$ cat config.mk
export PLATFORM = sky130hd
export DESIGN_NAME = uim_top
export DESIGN_NICKNAME = d
export VERILOG_FILES = /design/src/include/uim_pkg.sv /design/src/logic/uim_sticky.sv /design/src/logic/uim_rx_timeout.sv /design/src/logic/uim_top.sv
export VERILOG_INCLUDE_DIRS = /design/src /design/src/include
export SDC_FILE = /design/constraint.sdc
export NUM_CORES = 1
export LEC_CHECK = 0
export BUFFER_PORTS_ARGS = -buffer_cell sky130_fd_sc_hd__clkbuf_2
export CAP_MARGIN = 10
export CORE_MARGIN = 2
export CORE_UTILIZATION = 41
export CTS_CLUSTER_DIAMETER = 200
export DETAILED_ROUTE_END_ITERATION = 16
export GPL_TIMING_DRIVEN = 0
export PLACE_DENSITY = 0.66
export SKIP_LAST_GASP = 1
export SLEW_MARGIN = 0
export SYNTH_ARGS = -nofsm -noshare
export SYNTH_HDL_FRONTEND = slang
export SYNTH_SLANG_ARGS = --single-unit
$ cat constraint.sdc
create_clock -name i_clk -period 2.3 [get_ports i_clk]
set_input_delay 0 -clock i_clk [delete_from_list [all_inputs] [get_ports i_clk]]
set_output_delay 0 -clock i_clk [all_outputs]
set_load 0.02 [all_outputs]
$ cat src/include/uim_params.svh
// Offsets, field positions, reset values and counts of the interrupt block
`ifndef UIM_PARAMS_SVH
`define UIM_PARAMS_SVH

// ----------------------------------------------------------------------
// Register byte offsets
// ----------------------------------------------------------------------
`define UIM_OFS_MASK   12'h038
`define UIM_OFS_RAW    12'h03c
`define UIM_OFS_MIS    12'h040
`define UIM_OFS_CLR    12'h044

// ----------------------------------------------------------------------
// Field positions, shared by mask, raw, masked and clear layouts
// ----------------------------------------------------------------------
`define UIM_B_OE       10
`define UIM_B_BE       9
`define UIM_B_PE       8
`define UIM_B_FE       7
`define UIM_B_RT       6
`define UIM_B_TX       5
`define UIM_B_RX       4
`define UIM_B_DSR      3
`define UIM_B_DCD      2
`define UIM_B_CTS      1
`define UIM_B_RI       0

// ----------------------------------------------------------------------
// Widths, reset values and counts
// ----------------------------------------------------------------------
`define UIM_SRC_N      11
`define UIM_MASK_RST   11'h000
`define UIM_RAW_RST    11'h000
`define UIM_RT_BITS    32
`define UIM_CNT_W      5

`endif

$ cat src/include/uim_pkg.sv
// Types of the interrupt mask and raw status block
package uim_pkg;

  // Source vector, one bit per interrupt source
  typedef logic [10:0] uim_src_t;

  // Receive timeout detector states, one-hot
  typedef enum logic [2:0] {
    UIM_RT_IDLE  = 3'b001,
    UIM_RT_COUNT = 3'b010,
    UIM_RT_FIRED = 3'b100
  } uim_rt_state_e;

endpackage : uim_pkg

$ cat src/logic/uim_sticky.sv
// Bank of sticky status bits in which a set beats a clear
`timescale 1ns/100ps

module uim_sticky #(
  parameter int W = 11
) (
  input  wire logic         i_clk,
  input  wire logic         i_rst,
  input  wire logic [W-1:0] i_set,
  input  wire logic [W-1:0] i_clr,
  output logic      [W-1:0] o_q
);

  if (W < 1) begin : g_chk
    $error("uim_sticky: W must be at least 1");
  end

  logic [W-1:0] q_nxt;

  // An event landing in the clearing cycle is kept
  assign q_nxt = (o_q & ~i_clr) | i_set;

  always_ff @(posedge i_clk or posedge i_rst) begin
    if (i_rst) begin
      o_q <= '0;
    end else begin
      o_q <= q_nxt;
    end
  end

endmodule : uim_sticky

$ cat src/logic/uim_rx_timeout.sv
// Receive timeout detector counting bit periods of line silence
`timescale 1ns/100ps
`include "uim_params.svh"

module uim_rx_timeout #(
  parameter int BITS = `UIM_RT_BITS,
  parameter int CW   = `UIM_CNT_W
) (
  input  wire logic i_clk,
  input  wire logic i_rst,
  input  wire logic i_enable,
  input  wire logic i_nonempty,
  input  wire logic i_rx_push,
  input  wire logic i_bit_tick,
  output logic      o_fire
);

  if (BITS < 2 || BITS > (1 << CW)) begin : g_chk
    $error("uim_rx_timeout: BITS does not fit the counter");
  end

  uim_pkg::uim_rt_state_e state_r;
  uim_pkg::uim_rt_state_e state_nxt;
  logic [CW-1:0]          cnt_r;
  logic [CW-1:0]          cnt_nxt;
  logic                   last_w;
  logic                   stop_w;

  // Disabled means idle: the mask doubles as a power enable
  assign stop_w = ~i_enable | ~i_nonempty;
  assign last_w = i_bit_tick && (cnt_r == CW'(BITS - 1));

  // Any new character restarts the silence window
  always_comb begin
    state_nxt = state_r;
    cnt_nxt   = cnt_r;
    case (state_r)
      uim_pkg::UIM_RT_IDLE: begin
        cnt_nxt = '0;
        if (!stop_w) state_nxt = uim_pkg::UIM_RT_COUNT;
      end
      uim_pkg::UIM_RT_COUNT: begin
        if (stop_w) begin
          state_nxt = uim_pkg::UIM_RT_IDLE;
        end else if (i_rx_push) begin
          cnt_nxt = '0;
        end else if (last_w) begin
          state_nxt = uim_pkg::UIM_RT_FIRED;
        end else if (i_bit_tick) begin
          cnt_nxt = cnt_r + CW'(1);
        end
      end
      uim_pkg::UIM_RT_FIRED: begin
        cnt_nxt = '0;
        if (stop_w) state_nxt = uim_pkg::UIM_RT_IDLE;
        else if (i_rx_push) state_nxt = uim_pkg::UIM_RT_COUNT;
      end
      default: begin
        state_nxt = uim_pkg::UIM_RT_IDLE;
        cnt_nxt   = '0;
      end
    endcase
  end

  always_ff @(posedge i_clk or posedge i_rst) begin
    if (i_rst) begin
      state_r <= uim_pkg::UIM_RT_IDLE;
      cnt_r   <= '0;
      o_fire  <= 1'b0;
    end else begin
      state_r <= state_nxt;
      cnt_r   <= cnt_nxt;
      o_fire  <= (state_r == uim_pkg::UIM_RT_COUNT) && !stop_w
                 && !i_rx_push && last_w;
    end
  end

endmodule : uim_rx_timeout

$ cat src/logic/uim_top.sv
// Serial port interrupt mask, raw status and request logic on APB
//
// Decided for this implementation: the APB register port.
`timescale 1ns/100ps
`include "uim_params.svh"

module uim_top #(
  parameter int CW      = 5,
  parameter int RT_BITS = `UIM_RT_BITS
) (
  input  wire logic          i_clk,
  input  wire logic          i_rst,
  // APB slave
  input  wire logic          i_psel,
  input  wire logic          i_penable,
  input  wire logic          i_pwrite,
  input  wire logic [11:0]   i_paddr,
  input  wire logic [31:0]   i_pwdata,
  output logic      [31:0]   o_prdata,
  output logic               o_pready,
  output logic               o_pslverr,
  // Receive error events from the receiver
  input  wire logic          i_overrun_evt,
  input  wire logic          i_break_evt,
  input  wire logic          i_parity_evt,
  input  wire logic          i_framing_evt,
  // FIFO fill state, receive push and bit tick
  input  wire logic          i_fifo_en,
  input  wire logic [CW-1:0] i_rx_count,
  input  wire logic [CW-1:0] i_tx_count,
  input  wire logic [CW-1:0] i_rx_trig,
  input  wire logic [CW-1:0] i_tx_trig,
  input  wire logic          i_rx_push,
  input  wire logic          i_bit_tick,
  // Modem status lines
  input  wire logic          i_dsr,
  input  wire logic          i_dcd,
  input  wire logic          i_cts,
  input  wire logic          i_ri,
  // Request and timeout power enable
  output logic               o_irq,
  output logic               o_rt_enable
);

  // ----------------------------------------------------------------------
  // Parameter checks
  // ----------------------------------------------------------------------
  if (CW < 1 || CW > 16) begin : g_chk_cw
    $error("uim_top: CW out of range");
  end
  if (RT_BITS < 2) begin : g_chk_rt
    $error("uim_top: RT_BITS too small");
  end

  localparam int RTW = $clog2(RT_BITS + 1);

  // ----------------------------------------------------------------------
  // Functions
  // ----------------------------------------------------------------------
  // Word-aligned address match
  function automatic logic hit(input logic [11:0] a,
                               input logic [11:0] ofs);
    hit = (a[11:2] == ofs[11:2]);
  endfunction : hit

  // True when a fill level passes upward through a threshold
  function automatic logic rises(input logic [CW-1:0] was,
                                 input logic [CW-1:0] now,
                                 input logic [CW-1:0] thr);
    rises = (was < thr) && (now >= thr);
  endfunction : rises

  // ----------------------------------------------------------------------
  // Declarations
  // ----------------------------------------------------------------------
  uim_pkg::uim_src_t mask_r;
  uim_pkg::uim_src_t raw_w;
  uim_pkg::uim_src_t mis_w;
  uim_pkg::uim_src_t set_w;
  uim_pkg::uim_src_t clr_w;
  uim_pkg::uim_src_t icr_w;
  logic [CW-1:0]     rx_cnt_r;
  logic [CW-1:0]     tx_cnt_r;
  logic [CW-1:0]     rx_thr_w;
  logic [CW-1:0]     tx_thr_w;
  logic              rx_up_w;
  logic              rx_below_w;
  logic              tx_down_w;
  logic              tx_above_w;
  logic              rx_empty_w;
  logic              rt_fire_w;
  logic [3:0]        modem_r;
  logic [3:0]        modem_now_w;
  logic [3:0]        modem_chg_w;
  logic              modem_vld_r;
  logic              acc_w;
  logic              done_w;
  logic              pready_nxt;
  logic              wr_w;
  logic              hit_mask_w;
  logic              hit_raw_w;
  logic              hit_mis_w;
  logic              hit_clr_w;
  logic              mapped_w;
  logic [31:0]       rd_mux_w;
  logic [31:0]       prdata_nxt;
  logic              pslverr_nxt;
  logic              irq_nxt;

  // ----------------------------------------------------------------------
  // APB decode
  // ----------------------------------------------------------------------
  // Every access waits one cycle, so pready is a plain flop
  assign acc_w       = i_psel & i_penable;
  assign done_w      = acc_w & o_pready;
  assign pready_nxt  = acc_w & ~o_pready;
  assign wr_w        = done_w & i_pwrite;

  assign hit_mask_w  = hit(i_paddr, `UIM_OFS_MASK);
  assign hit_raw_w   = hit(i_paddr, `UIM_OFS_RAW);
  assign hit_mis_w   = hit(i_paddr, `UIM_OFS_MIS);
  assign hit_clr_w   = hit(i_paddr, `UIM_OFS_CLR);
  assign mapped_w    = hit_mask_w | hit_raw_w | hit_mis_w | hit_clr_w;

  // Reads zero-extend the 11 live bits; clear reads as zero
  assign rd_mux_w =
      hit_mask_w ? {21'h000000, mask_r} :
      hit_raw_w  ? {21'h000000, raw_w}  :
      hit_mis_w  ? {21'h000000, mis_w}  :
                   32'h00000000;

  assign prdata_nxt  = (pready_nxt & ~i_pwrite) ? rd_mux_w
                                                : 32'h00000000;
  assign pslverr_nxt = pready_nxt & ~mapped_w;

  // Write-one-to-clear strobes, only at the completing edge
  assign icr_w = (wr_w & hit_clr_w) ? i_pwdata[10:0] : '0;

  // ----------------------------------------------------------------------
  // Bus answer registers
  // ----------------------------------------------------------------------
  always_ff @(posedge i_clk or posedge i_rst) begin
    if (i_rst) begin
      o_pready  <= 1'b0;
      o_prdata  <= 32'h00000000;
      o_pslverr <= 1'b0;
    end else begin
      o_pready  <= pready_nxt;
      o_prdata  <= prdata_nxt;
      o_pslverr <= pslverr_nxt;
    end
  end

  // ----------------------------------------------------------------------
  // Mask register
  // ----------------------------------------------------------------------
  // Upper bits are dropped on write, so they can never read back
  always_ff @(posedge i_clk or posedge i_rst) begin
    if (i_rst) begin
      mask_r <= `UIM_MASK_RST;
    end else if (wr_w && hit_mask_w) begin
      mask_r <= i_pwdata[10:0];
    end
  end

  // Timeout detector power enable follows its mask bit
  assign o_rt_enable = mask_r[`UIM_B_RT];

  // ----------------------------------------------------------------------
  // FIFO level crossings
  // ----------------------------------------------------------------------
  // Without FIFOs the receive threshold is one and the transmit threshold zero
  assign rx_thr_w   = i_fifo_en ? i_rx_trig : CW'(1);
  assign tx_thr_w   = i_fifo_en ? i_tx_trig : '0;

  // Transitions, not levels, set the flags
  assign rx_up_w    = rises(rx_cnt_r, i_rx_count, rx_thr_w);
  assign rx_below_w = (i_rx_count < rx_thr_w);
  assign tx_down_w  = (tx_cnt_r > tx_thr_w) &&
                      (i_tx_count <= tx_thr_w);
  assign tx_above_w = (i_tx_count > tx_thr_w);
  assign rx_empty_w = (i_rx_count == '0);

  always_ff @(posedge i_clk or posedge i_rst) begin
    if (i_rst) begin
      rx_cnt_r <= '0;
      tx_cnt_r <= '0;
    end else begin
      rx_cnt_r <= i_rx_count;
      tx_cnt_r <= i_tx_count;
    end
  end

  // ----------------------------------------------------------------------
  // Modem line change detect
  // ----------------------------------------------------------------------
  assign modem_now_w = {i_dsr, i_dcd, i_cts, i_ri};
  // First sample after reset only primes the history
  assign modem_chg_w = modem_vld_r ? (modem_now_w ^ modem_r) : 4'h0;

  always_ff @(posedge i_clk or posedge i_rst) begin
    if (i_rst) begin
      modem_r     <= 4'h0;
      modem_vld_r <= 1'b0;
    end else begin
      modem_r     <= modem_now_w;
      modem_vld_r <= 1'b1;
    end
  end

  // ----------------------------------------------------------------------
  // Receive timeout
  // ----------------------------------------------------------------------
  // Masked off, the detector idles and draws no switching power
  uim_rx_timeout #(
    .BITS       (RT_BITS),
    .CW         (RTW)
  ) u_rt (
    .i_clk      (i_clk),
    .i_rst      (i_rst),
    .i_enable   (mask_r[`UIM_B_RT]),
    .i_nonempty (~rx_empty_w),
    .i_rx_push  (i_rx_push),
    .i_bit_tick (i_bit_tick),
    .o_fire     (rt_fire_w)
  );

  // ----------------------------------------------------------------------
  // Set and clear vectors
  // ----------------------------------------------------------------------
  // Error flags ignore the mask entirely
  always_comb begin
    set_w = '0;
    set_w[`UIM_B_OE]  = i_overrun_evt;
    set_w[`UIM_B_BE]  = i_break_evt;
    set_w[`UIM_B_PE]  = i_parity_evt;
    set_w[`UIM_B_FE]  = i_framing_evt;
    set_w[`UIM_B_RT]  = rt_fire_w &
                        mask_r[`UIM_B_RT];
    set_w[`UIM_B_TX]  = tx_down_w;
    set_w[`UIM_B_RX]  = rx_up_w;
    set_w[`UIM_B_DSR] = modem_chg_w[3];
    set_w[`UIM_B_DCD] = modem_chg_w[2];
    set_w[`UIM_B_CTS] = modem_chg_w[1];
    set_w[`UIM_B_RI]  = modem_chg_w[0];
  end

  // Software clears any bit; hardware also drops level-type flags
  always_comb begin
    clr_w = icr_w;
    clr_w[`UIM_B_RT] = icr_w[`UIM_B_RT] | rx_empty_w |
                       ~mask_r[`UIM_B_RT];
    clr_w[`UIM_B_TX] = icr_w[`UIM_B_TX] | tx_above_w;
    clr_w[`UIM_B_RX] = icr_w[`UIM_B_RX] | rx_below_w;
  end

  // ----------------------------------------------------------------------
  // Raw status bank
  // ----------------------------------------------------------------------
  // Set wins over a clear in the same cycle, so no event is lost
  uim_sticky #(
    .W      (`UIM_SRC_N)
  ) u_raw (
    .i_clk  (i_clk),
    .i_rst  (i_rst),
    .i_set  (set_w),
    .i_clr  (clr_w),
    .o_q    (raw_w)
  );

  // ----------------------------------------------------------------------
  // Masked status and request
  // ----------------------------------------------------------------------
  assign mis_w   = raw_w & mask_r;
  assign irq_nxt = |mis_w;

  // Registered request lags the raw bit by one cycle
  always_ff @(posedge i_clk or posedge i_rst) begin
    if (i_rst) begin
      o_irq <= 1'b0;
    end else begin
      o_irq <= irq_nxt;
    end
  end

endmodule : uim_top

==> results of run 1 <==
state kept, by name (all words and copies together), names as in the netlist:
name and flops:
mask_r 11, o_prdata 11, u_raw.o_q 11, u_rt.cnt_r 6
rx_cnt_r 5, tx_cnt_r 5, modem_r 4, u_rt.state_r 3
modem_vld_r 1, o_irq 1, o_pready 1, o_pslverr 1
u_rt.o_fire 1
Yosys cell counts (3+ instances only):
master	instances	area share [%]
mux2_1	10	3.5
a22oi_1	13	3.0
nand2_1	26	3.0
nand3_1	4	0.62
nor4_4	3	2.0
nor3_1	4	0.62
inv_1	7	0.82
nor2_1	19	2.2
a22o_1	7	1.9
buf_4	23	5.4
a31oi_1	4	0.78
ha_1	20	7.8
a21o_1	17	4.0
xor2_1	5	1.4
o21ai_0	5	0.78
a21oi_1	5	0.78
dfrtp_1	60	47
and3_1	4	0.78
area by class of cell:
class	instances	area, sq um	area share (%)
Clock inverter	5	83.8	1.91
Tap cell	102	128	2.90
Timing Repair Buffer	109	751	17.1
Clock buffer	11	141	3.22
Inverter	7	26.3	0.598
Buffer	28	201	4.58
Multi-Input combinational cell	213	1540	35.0
Sequential cell	61	1530	34.7
metal layers:
metal  vias up  GRT usage [%]  wire length [um]
met3         4           4.07               361
met2        78           29.1              3470
met1      1241           21.0              3110
li1       1295              -                 -
met5         -              0                 0
met4         0           6.97                65
what timing repair did:
| item | in CTS | in global routing |
|---|---|---|
| endpoints found under the hold margin | 71 | 0 |
| hold buffers | 38 | 0 |
| resized for setup | 0 | 0 |
logic make-up after synthesis:
kind of cell / Yosys count
AND/OR/NAND/NOR: 82
AO/OA/AOI/OAI: 70
flip-flops: 61
buffers and inverters: 35
adder cells (fa/ha/maj): 20
multiplexers: 13
XOR/XNOR: 6
other: 2
cells in the final DEF (no fill, tap or decap), types with 13 or more instances in the layout:
master	n
conb_1	22
clkbuf_2	70
ha_1	20
a22oi_1	13
dfrtp_1	60
dlygate4sd3_1	38
buf_4	23
nand2_1	26
nor2_1	19
a21o_1	17
critical path: cells and delay by family, from the launching register on:
family | cells | cell delay [ps]
AO/OA/AOI/OAI | 1 | 170
buffers and inverters | 2 | 750
flip-flops | 1 | 400
AND/OR/NAND/NOR | 3 | 600
report_power, final:
part | leakage [nW] | total [mW] | internal (mW) | switching, mW
registers | 0.767 | 1.11 | 1.10 | 0.0142
logic | 1.33 | 0.311 | 0.155 | 0.156
clock network | 0.106 | 1.08 | 0.642 | 0.438
total | 2.20 | 2.50 | 1.89 | 0.609
metrics by stage:
step	instance area [sq um]	total power, mW	setup slack (ps)
2_1_floorplan	3290	1.29	638
3_3_place_gp	3770	1.38	35.1
3_5_place_dp	3790	1.39	483
4_1_cts	4400	2.53	226
5_1_grt	4400	2.62	92.4
6_report	4400	2.50	248
path summary, 6_finish.rpt:
kind / depth (start not counted) / slack (ps) / end
min in group asynchronous: 3 / 320 / rx_cnt_r[1]$_DFF_PP0_
hold / removal: 4 / 30 / o_prdata[10]$_DFF_PP0_
max in group asynchronous: 4 / 1370 / u_raw.o_q[8]$_DFF_PP0_
hold reg to reg: 1 / 470 / u_raw.o_q[6]$_DFF_PP0_
setup reg to reg: 6 / 250 / u_raw.o_q[10]$_DFF_PP0_
setup / recovery: 6 / 250 / u_raw.o_q[10]$_DFF_PP0_
==> flow_metrics.tcl, run 1 <==
set metrics [dict create \
    status "finished, final reports clean" \
    synth_xor_area_share_pct 1.63 \
    rows 32 \
    slew_headroom_pct 49.7 \
    rsz0062_at_grt "no" \
    clkTransAtPathRegs_ps 70 \
    fin_crit_sh_pct 89.2 \
    min_from "i_psel" \
    grt_pass1_wl_mm 11.4 \
    critical_path_class "flip-flop to flip-flop" \
    critPathRequiredTime_ps 2510 \
    cts_tree "built" \
    cts_root_buffer "clkbuf_8" \
    die_y_um 92.6 \
    grt_max_degree 35 \
    yosys_warnings 0 \
    setup_tns_ps 0 \
    synth_flop_cell "dfrtp_1" \
    min_period_ps 2050 \
    dr.pass1.iters 4 \
    fin_hold_ws_ps 33.4 \
    overflow 0 \
    power_density_mw_per_mm2 569 \
    p_leak_nw 2.20 \
    n_antenna_cell 0 \
    num_vias 2618 \
    fin_util_pct 57.5 \
    core_sq_mm 0.00765 \
    nets 529 \
    path_cells "nand4_1 > nor4_4 > buf_6 > nand2_1 > a21o_1 > dlygate4sd3_1" \
    synthAdderAreaFrac_pct 7.78 \
    hpwl_mm 4.87 \
    synthToLayoutAreaGrowth_pct 36.6 \
    drc 0 \
    ys_seq_area_share_pct 47.5 \
    netlist_instances 289 \
    grt_pass1_vias 2515 \
    avgViaCountPerCell 4.88 \
    fillers 688 \
    fin_cells 536 \
    start_kind "flip-flop" \
    r2r-start "o_pready$_DFF_PP0_" \
    async_flop_share_pct 100 \
    wl_mm 7.01 \
    cts_made_buffers 9 \
    place_inst 482 \
    report.final.slew_viol_count 0 \
    die_area_sq_mm 0.00857 \
    grt_use_total_pct 17.2 \
    gp_congestion 0.830 \
    avgSynthCellArea_sq_um 11.1 \
    ctsHtreeMaxLevel 3 \
    setup_violations 0 \
    synth_seq_cells 61 \
    drtAntennaViolNets 0 \
    post_cts_buffers 0 \
    cts.sink_count 61 \
    synthDistinctLibCells 56 \
    synth_top_family_by_area "compound AO/OA/AOI/OAI gates" \
    peakVddDrop_mv 0.324 \
    end_kind "flip-flop" \
    crit_path_start "o_pready$_DFF_PP0_" \
    drv_cap 0 \
    min_path_type "primary input to flip-flop" \
    insertion_delay_ps 340 \
    die_x_um 92.6 \
    cp_slowest_stage_delay_ps 550 \
    clockBufferDepth 2 \
    wl_per_cell_um 13.1 \
    ios 116 \
    max_freq_ghz 0.487 \
    synthMuxAreaShare_pct 4.51 \
    synth-compound-area-share_pct 16.4 \
    port_buffers 70 \
    netlist_area_sq_mm 0.00322 \
    crit_fanout 10 \
    hold_viol_final 0 \
    initial_core_util_pct 42.1 \
    critPathSlowestCell "dlygate4sd3_1" \
    antenna_found_initial 0 \
    yosys.area_share.simple_pct 14.9 \
    cp_data_arrival_time_ps 2260 \
    fin_worst_skew_ps 7.25 \
    synth_edf_count 0 \
    max_slew.worst_pin.slew_ps 753 \
    drive_gt1_share_pct 29.0 \
    drt_iter0_markers 99 \
]
No activity file was read; power rests on OpenSTA's default activity.
==> run 2, diff against run 1 <==
- CORE_UTILIZATION: 41 -> 45
- PLACE_DENSITY: 0.66 -> 0.74
- SYNTH_HIERARCHICAL: not set -> 1
- clock period: 2.3 -> 1.85 ns (I/O delays scaled with it)
==> run 2 against run 1 <==
Against the previous run: register-to-register slack got worse by 130 ps; non-clock buffer count fell by 1; global-route usage rose by 3.2 points.
==> flow_metrics.tcl, run 2 <==
set metrics [dict create \
    slew_headroom_pct 43.6 \
    setup_violations 0 \
    crit_path_start "u_rt/cnt_r[0]$_DFFE_PP0P_" \
    end_kind "flip-flop" \
    wl_per_cell_um 13.8 \
    n_antenna_cell 0 \
    hold_viol_final 0 \
    power_density_mw_per_mm2 679 \
    rows 31 \
    ctsHtreeMaxLevel 3 \
    cts_made_buffers 9 \
    synthDistinctLibCells 56 \
    synth_flop_cell "dfrtp_1" \
    p_comb_share_pct 13.4 \
    netlist_area_sq_mm 0.00335 \
    pwr-share-seq_pct 45.8 \
    ys_seq_area_share_pct 45.6 \
    grt_use_total_pct 20.4 \
    drt_iter0_markers 168 \
    drtAntennaViolNets 0 \
    grt_pass1_vias 2898 \
    cts_tree "built" \
    core_sq_mm 0.00721 \
    min_path_type "primary input to flip-flop" \
    mostFrequentLayoutCells "70 x clkbuf_2, 60 x dfrtp_1, 33 x dlygate4sd3_1" \
    nets 543 \
    initial_core_util_pct 46.4 \
    drive_gt1_share_pct 28.3 \
    synth_seq_cells 61 \
    num_vias 2805 \
    min_period_ps 1730 \
    hpwl_mm 5.24 \
    async_flop_share_pct 100 \
    critPathRequiredTime_ps 2090 \
    crit_fanout 6 \
    dr.pass1.iters 4 \
    ios 116 \
    status "finished, final reports clean" \
    insertion_delay_ps 330 \
    ys_top_cells_by_count "60 x dfrtp_1, 24 x inv_1, 22 x nand2_1" \
    synth_edf_count 0 \
    clockBufferDepth 2 \
    critical_path_class "flip-flop to flip-flop" \
    cp_data_arrival_time_ps 1970 \
    setup_tns_ps 0 \
    fin_crit_sh_pct 93.5 \
    antenna_found_initial 0 \
    cts.sink_count 61 \
    fin_worst_skew_ps 8.35 \
    final_cell_area_sq_mm 0.00446 \
    min_from "i_rx_push" \
    clkTransAtPathRegs_ps 70 \
    grt_pass1_wl_mm 13.5 \
    netSwitchingPower_mw 0.732 \
    netlist_instances 309 \
    p_clk_share_pct 40.8 \
    port_buffers 70 \
    grt_max_degree 41 \
    overflow 0 \
    synthToLayoutAreaGrowth_pct 33.1 \
    p_leak_nw 2.35 \
    synth.largest_area_cell "dfrtp_1" \
    drc 0 \
    die_area_sq_mm 0.00815 \
    rsz0062_at_grt "no" \
    power.internal_mw 2.29 \
    start_kind "flip-flop" \
    synth_top_cell_area_share_pct 44.8 \
    r2r-start "u_rt/cnt_r[0]$_DFFE_PP0P_" \
    post_cts_buffers 0 \
    max_slew.worst_pin.slew_ps 844 \
    placed_area_sq_mm 0.00390 \
    avgViaCountPerCell 5.13 \
    yosysMostFrequentCell "dfrtp_1" \
    drv_cap 0 \
    max_freq_ghz 0.578 \
    swShare_pct 24.2 \
    yosys_warnings 6 \
    peakVddDrop_mv 0.317 \
    mostFrequentLayoutCell "clkbuf_2" \
    avgSynthCellArea_sq_um 10.8 \
    report.final.slew_viol_count 0 \
    die_y_um 90.3 \
    die_x_um 90.3 \
    gp_congestion 0.820 \
    wl_mm 7.58 \
    largestRegisters "mask_r x11, o_prdata x11, u_raw/o_q x11" \
    cts_root_buffer "clkbuf_8" \
    ys_top_cells_by_area "dfrtp_1 45%, ha_1 7.5%, buf_4 4.7%" \
]
-- run 2: cell count changes in the layout (fill, tap and decap cells not counted), sizes merged, moves of 6 or more --
cell / previous run / this run
a41o: 0 / 11
a22oi: 13 / 3
inv: 7 / 24
a22o: 7 / 1
nor2: 19 / 11
and2: 1 / 15
a32o: 1 / 11
-- run 2: logic make-up (layout without fill, tap and decap cells) --
family / after synthesis / in the layout / share of synthesized area [%]
flip-flops: 61 / 61 / 45.6
other: 2 / 22 / 0.224
buffers and inverters: 57 / 176 / 9.79
AO/OA/AOI/OAI: 75 / 75 / 18.3
XOR/XNOR: 5 / 5 / 1.31
multiplexers: 12 / 12 / 4.00
AND/OR/NAND/NOR: 77 / 77 / 13.3
adder cells (fa/ha/maj): 20 / 20 / 7.47
-- run 2: timing repair --
item                                    in CTS  in global routing
endpoints found under the setup margin       0                 10
hold endpoints to repair                    92                  0
hold buffers                                33                  0
gates resized for setup                      0                  3
-- run 2: worst max-delay path, cell delays in order (launching register included) --
cell	delay, ps
dfrtp_1	380
ha_1	190
and3_2	190
buf_6	120
nand4b_2	130
or3b_1	400
a211oi_1	230
-- run 2: worst paths after layout --
check | endpoint | slack, ps | depth (start not counted)
worst min register to register | u_rt/cnt_r[2]$_DFFE_PP0P_ | 500 | 1
worst min-delay path | u_rt/state_r[1]$_DFFE_PP0P_ | 50 | 4
worst max register to register | u_rt/state_r[2]$_DFFE_PP0P_ | 120 | 6
worst max-delay path | u_rt/state_r[2]$_DFFE_PP0P_ | 120 | 6
min in group asynchronous | u_rt/o_fire$_DFF_PP0_ | 220 | 3
max in group asynchronous | rx_cnt_r[3]$_DFF_PP0_ | 900 | 3
-- run 2: final cells by class --
| cell class | count | area (sq um) |
|---|---|---|
| fill | 610 | 2760 |
| multi-input combinational | 211 | 1580 |
| sequential | 61 | 1530 |
| timing repair buffer | 103 | 681 |
| buffer | 33 | 240 |
| clock buffer | 13 | 169 |
| tap | 99 | 124 |
| inverter | 24 | 90.1 |
| clock inverter | 3 | 42.5 |
-- run 2: power groups by stage --
stage          combinational [mW]  clock, mW  sequential [mW]
4_1_cts                     0.400       1.26             1.38
2_1_floorplan               0.224          0             1.41
3_5_place_dp                0.342          0             1.41
6_report                    0.407       1.23             1.39
5_1_grt                     0.457       1.33             1.39
3_3_place_gp                0.335          0             1.41
-- run 2: routing by layer --
| layer | global-route usage (%) | vias to the layer above | wire length [um] |
|---|---|---|---|
| met1 | 25.9 | 1328 | 3290 |
| met5 | 0 | - | 0 |
| li1 | - | 1359 | - |
| met4 | 6.28 | 0 | 150 |
| met3 | 5.59 | 18 | 418 |
| met2 | 34.0 | 100 | 3720 |
-- run 2: per-stage QoR --
step | worst slack (ps) | power (mW) | hold WS (ps) | cells | utilization (%)
global placement | 37.1 | 1.74 | 23.1 | 498 | 54.0
CTS | 2.67 | 3.05 | 39.5 | 547 | 61.6
floorplan | 216 | 1.63 | -161 | 329 | -
detailed placement | 3.32 | 1.75 | 30.5 | 498 | 54.0
finish | 121 | 3.03 | 50.4 | 547 | 61.8
global route | 2.82 | 3.18 | 47.5 | 547 | 61.8
==> run 3, diff against run 2 <==
- CORE_ASPECT_RATIO: not set -> 2
- GPL_ROUTABILITY_DRIVEN: not set -> 0
==> run 3 against run 2 <==
Against the previous run: register-to-register slack about the same; die area is 0.51% higher; worst setup slack better by 5.7 ps; critical endpoint is now o_prdata[8]$_DFF_PP0_; global-route usage grew 0.45 points; maximum frequency rose by 0.33%; sequential share of layout area fell by 0.63 points; sequential cell count is the same; critical path type unchanged; largest cell class unchanged.
==> flow_metrics.tcl, run 3 (synthesis gave the netlist of run 2 again) <==
set metrics [dict create \
    status "finished, final reports clean" \
    placed_area_sq_mm 0.00389 \
    ctsHtreeMaxLevel 3 \
    netSwitchingPower_mw 0.818 \
    grt_pass1_wl_mm 13.0 \
    place_inst 491 \
    drv_cap 0 \
    fillers 611 \
    antenna_found_initial 0 \
    path_buf_inv 1 \
    grt_pass1_vias 2836 \
    critical_path_class "flip-flop to flip-flop" \
    cp_slowest_stage_delay_ps 420 \
    largestRegisters "mask_r x11, o_prdata x11, u_raw/o_q x11" \
    num_vias 2807 \
    fin_crit_sh_pct 93.2 \
    hpwl_mm 5.66 \
    r2r-start "o_pready$_DFF_PP0_" \
    min_path_type "primary input to flip-flop" \
    hold_depth 4 \
    mostFrequentLayoutCells "70 x clkbuf_2, 60 x dfrtp_1, 33 x dlygate4sd3_1" \
    synthToLayoutAreaGrowth_pct 35.6 \
    nets 543 \
    die_area_sq_mm 0.00819 \
    regToRegSetupSlack_ps 130 \
    max_freq_ghz 0.580 \
    cts_made_buffers 9 \
    place_ws_ps -18.0 \
    p_clk_share_pct 49.5 \
    initial_core_util_pct 46.4 \
    cp_data_arrival_time_ps 1980 \
    regToRegEndpoint "o_prdata[8]$_DFF_PP0_" \
    path_cells "nor4bb_2 > nand2_1 > nor4_1 > buf_2 > a32o_1" \
    fin_cells 540 \
    max_slew.worst_pin.slew_ps 850 \
    die_x_um 65.0 \
    peakVddDrop_mv 0.544 \
    clkTransAtPathRegs_ps 50 \
    min_to "u_rt/state_r[1]$_DFFE_PP0P_" \
    routed.top_layer "met4" \
    critPathSlowestCell "nor4bb_2" \
    rows 44 \
    end_kind "flip-flop" \
    core_sq_mm 0.00721 \
    avgViaCountPerCell 5.20 \
    p_comb_share_pct 11.4 \
    start_kind "flip-flop" \
    reg2regPathDepth 5 \
    report.final.slew_viol_count 0 \
    drc 0 \
    fin_worst_skew_ps 5.68 \
    port_buffers 70 \
    critPathTopFamily "simple AND/OR/NAND/NOR gates" \
    power_density_mw_per_mm2 782 \
    wl_per_cell_um 14.6 \
    hold_viol_final 0 \
    final_cell_area_sq_mm 0.00454 \
    route.met2.wl_mm 4.37 \
    setup_violations 0 \
    ios 116 \
    setup_tns_ps 0 \
    rsz0062_at_grt "no" \
    crit_fanout 10 \
    cts.sink_count 61 \
    drtAntennaViolNets 0 \
    slew_headroom_pct 43.3 \
    grt_max_degree 41 \
    wl_met3_um 427 \
    cts_root_buffer "clkbuf_16" \
    critPathRequiredTime_ps 2110 \
    power.internal_mw 2.73 \
    mostFrequentLayoutCell "clkbuf_2" \
    grt_use_total_pct 20.8 \
    fin_hold_ws_ps 67.8 \
    min_from "i_rx_push" \
    n_antenna_cell 0 \
    drive_gt1_share_pct 28.6 \
    cts_tree "built" \
    overflow 0 \
    pwr-share-seq_pct 39.1 \
    worst_slack_ps 127 \
    clockBufferDepth 2 \
    p_leak_nw 2.39 \
    wl_mm 7.91 \
    met1_length_mm 2.90 \
    swShare_pct 23.0 \
    dr.pass1.iters 4 \
    die_y_um 126 \
    post_cts_buffers 0 \
    min_period_ps 1720 \
    drt_iter0_markers 160 \
    insertion_delay_ps 330 \
]
## run 3: changes by cell type in the layout (fill, tap and decap cells not counted)
cell	previous run	this run
buf_2	3	4
bufinv_16	1	2
clkbuf_1	5	4
clkbuf_16	0	9
clkbuf_4	1	0
clkbuf_8	12	0
clkinv_2	1	3
clkinvlp_4	1	2
nor4bb_2	0	1
nor4bb_4	1	0
## run 3: worst max path at each step
stage	from	endpoint	slack (ps)	cells past startpoint
after global routing	u_rt/cnt_r[0]$_DFFE_PP0P_	u_rt/state_r[2]$_DFFE_PP0P_	20	6
after CTS	o_pready$_DFF_PP0_	o_prdata[8]$_DFF_PP0_	9	5
after detailed placement	i_paddr[9]	u_raw/o_q[0]$_DFF_PP0_	-20	8
final	o_pready$_DFF_PP0_	o_prdata[8]$_DFF_PP0_	130	5
after floorplan	u_rt/cnt_r[0]$_DFFE_PP0P_	u_rt/cnt_r[1]$_DFFE_PP0P_	220	6
after global placement	i_paddr[9]	u_raw/o_q[6]$_DFF_PP0_	50	8
## run 3: metrics by stage
| stage | total power, mW | utilization [%] |
|---|---|---|
| floorplan | 1.63 | - |
| global placement | 1.74 | 53.9 |
| detailed placement | 1.76 | 53.9 |
| CTS | 3.57 | 62.9 |
| global route | 3.69 | 63.0 |
| finish | 3.55 | 63.0 |
## run 3: tightest hold or removal path, cell delays in order
cell	delay (ps)
clkbuf_2	100
buf_6	130
nand2_1	60
a211oi_1	60
## run 3: final cells by class
cell class | count | area, sq um | area share [%]
sequential | 61 | 1530 | 33.6
inverter | 24 | 90.1 | 1.98
tap | 92 | 115 | 2.53
clock inverter | 7 | 90.1 | 1.98
clock buffer | 9 | 225 | 4.96
buffer | 33 | 238 | 5.23
timing repair buffer | 103 | 681 | 15.0
multi-input combinational | 211 | 1580 | 34.7
## run 3: layer usage
metal | vias to the layer above | track usage [%]
met5 | - | 0
met4 | 0 | 9.64
met3 | 20 | 5.54
met2 | 94 | 38.1
met1 | 1350 | 21.3
li1 | 1343 | -
## run 3: repair_timing
item	4_1_cts	5_1_grt
hold endpoints to repair	92	0
gates resized for setup	0	1
hold buffers	33	0
endpoints found under the setup margin	0	10
## run 3: power by group through the flow
stage                     clock network, mW  logic (mW)  registers (mW)
after floorplan                           0       0.224            1.41
after global placement                    0       0.335            1.41
after detailed placement                  0       0.345            1.41
after CTS                              1.78       0.402            1.39
after global routing                   1.85       0.452            1.39
final                                  1.76       0.405            1.39
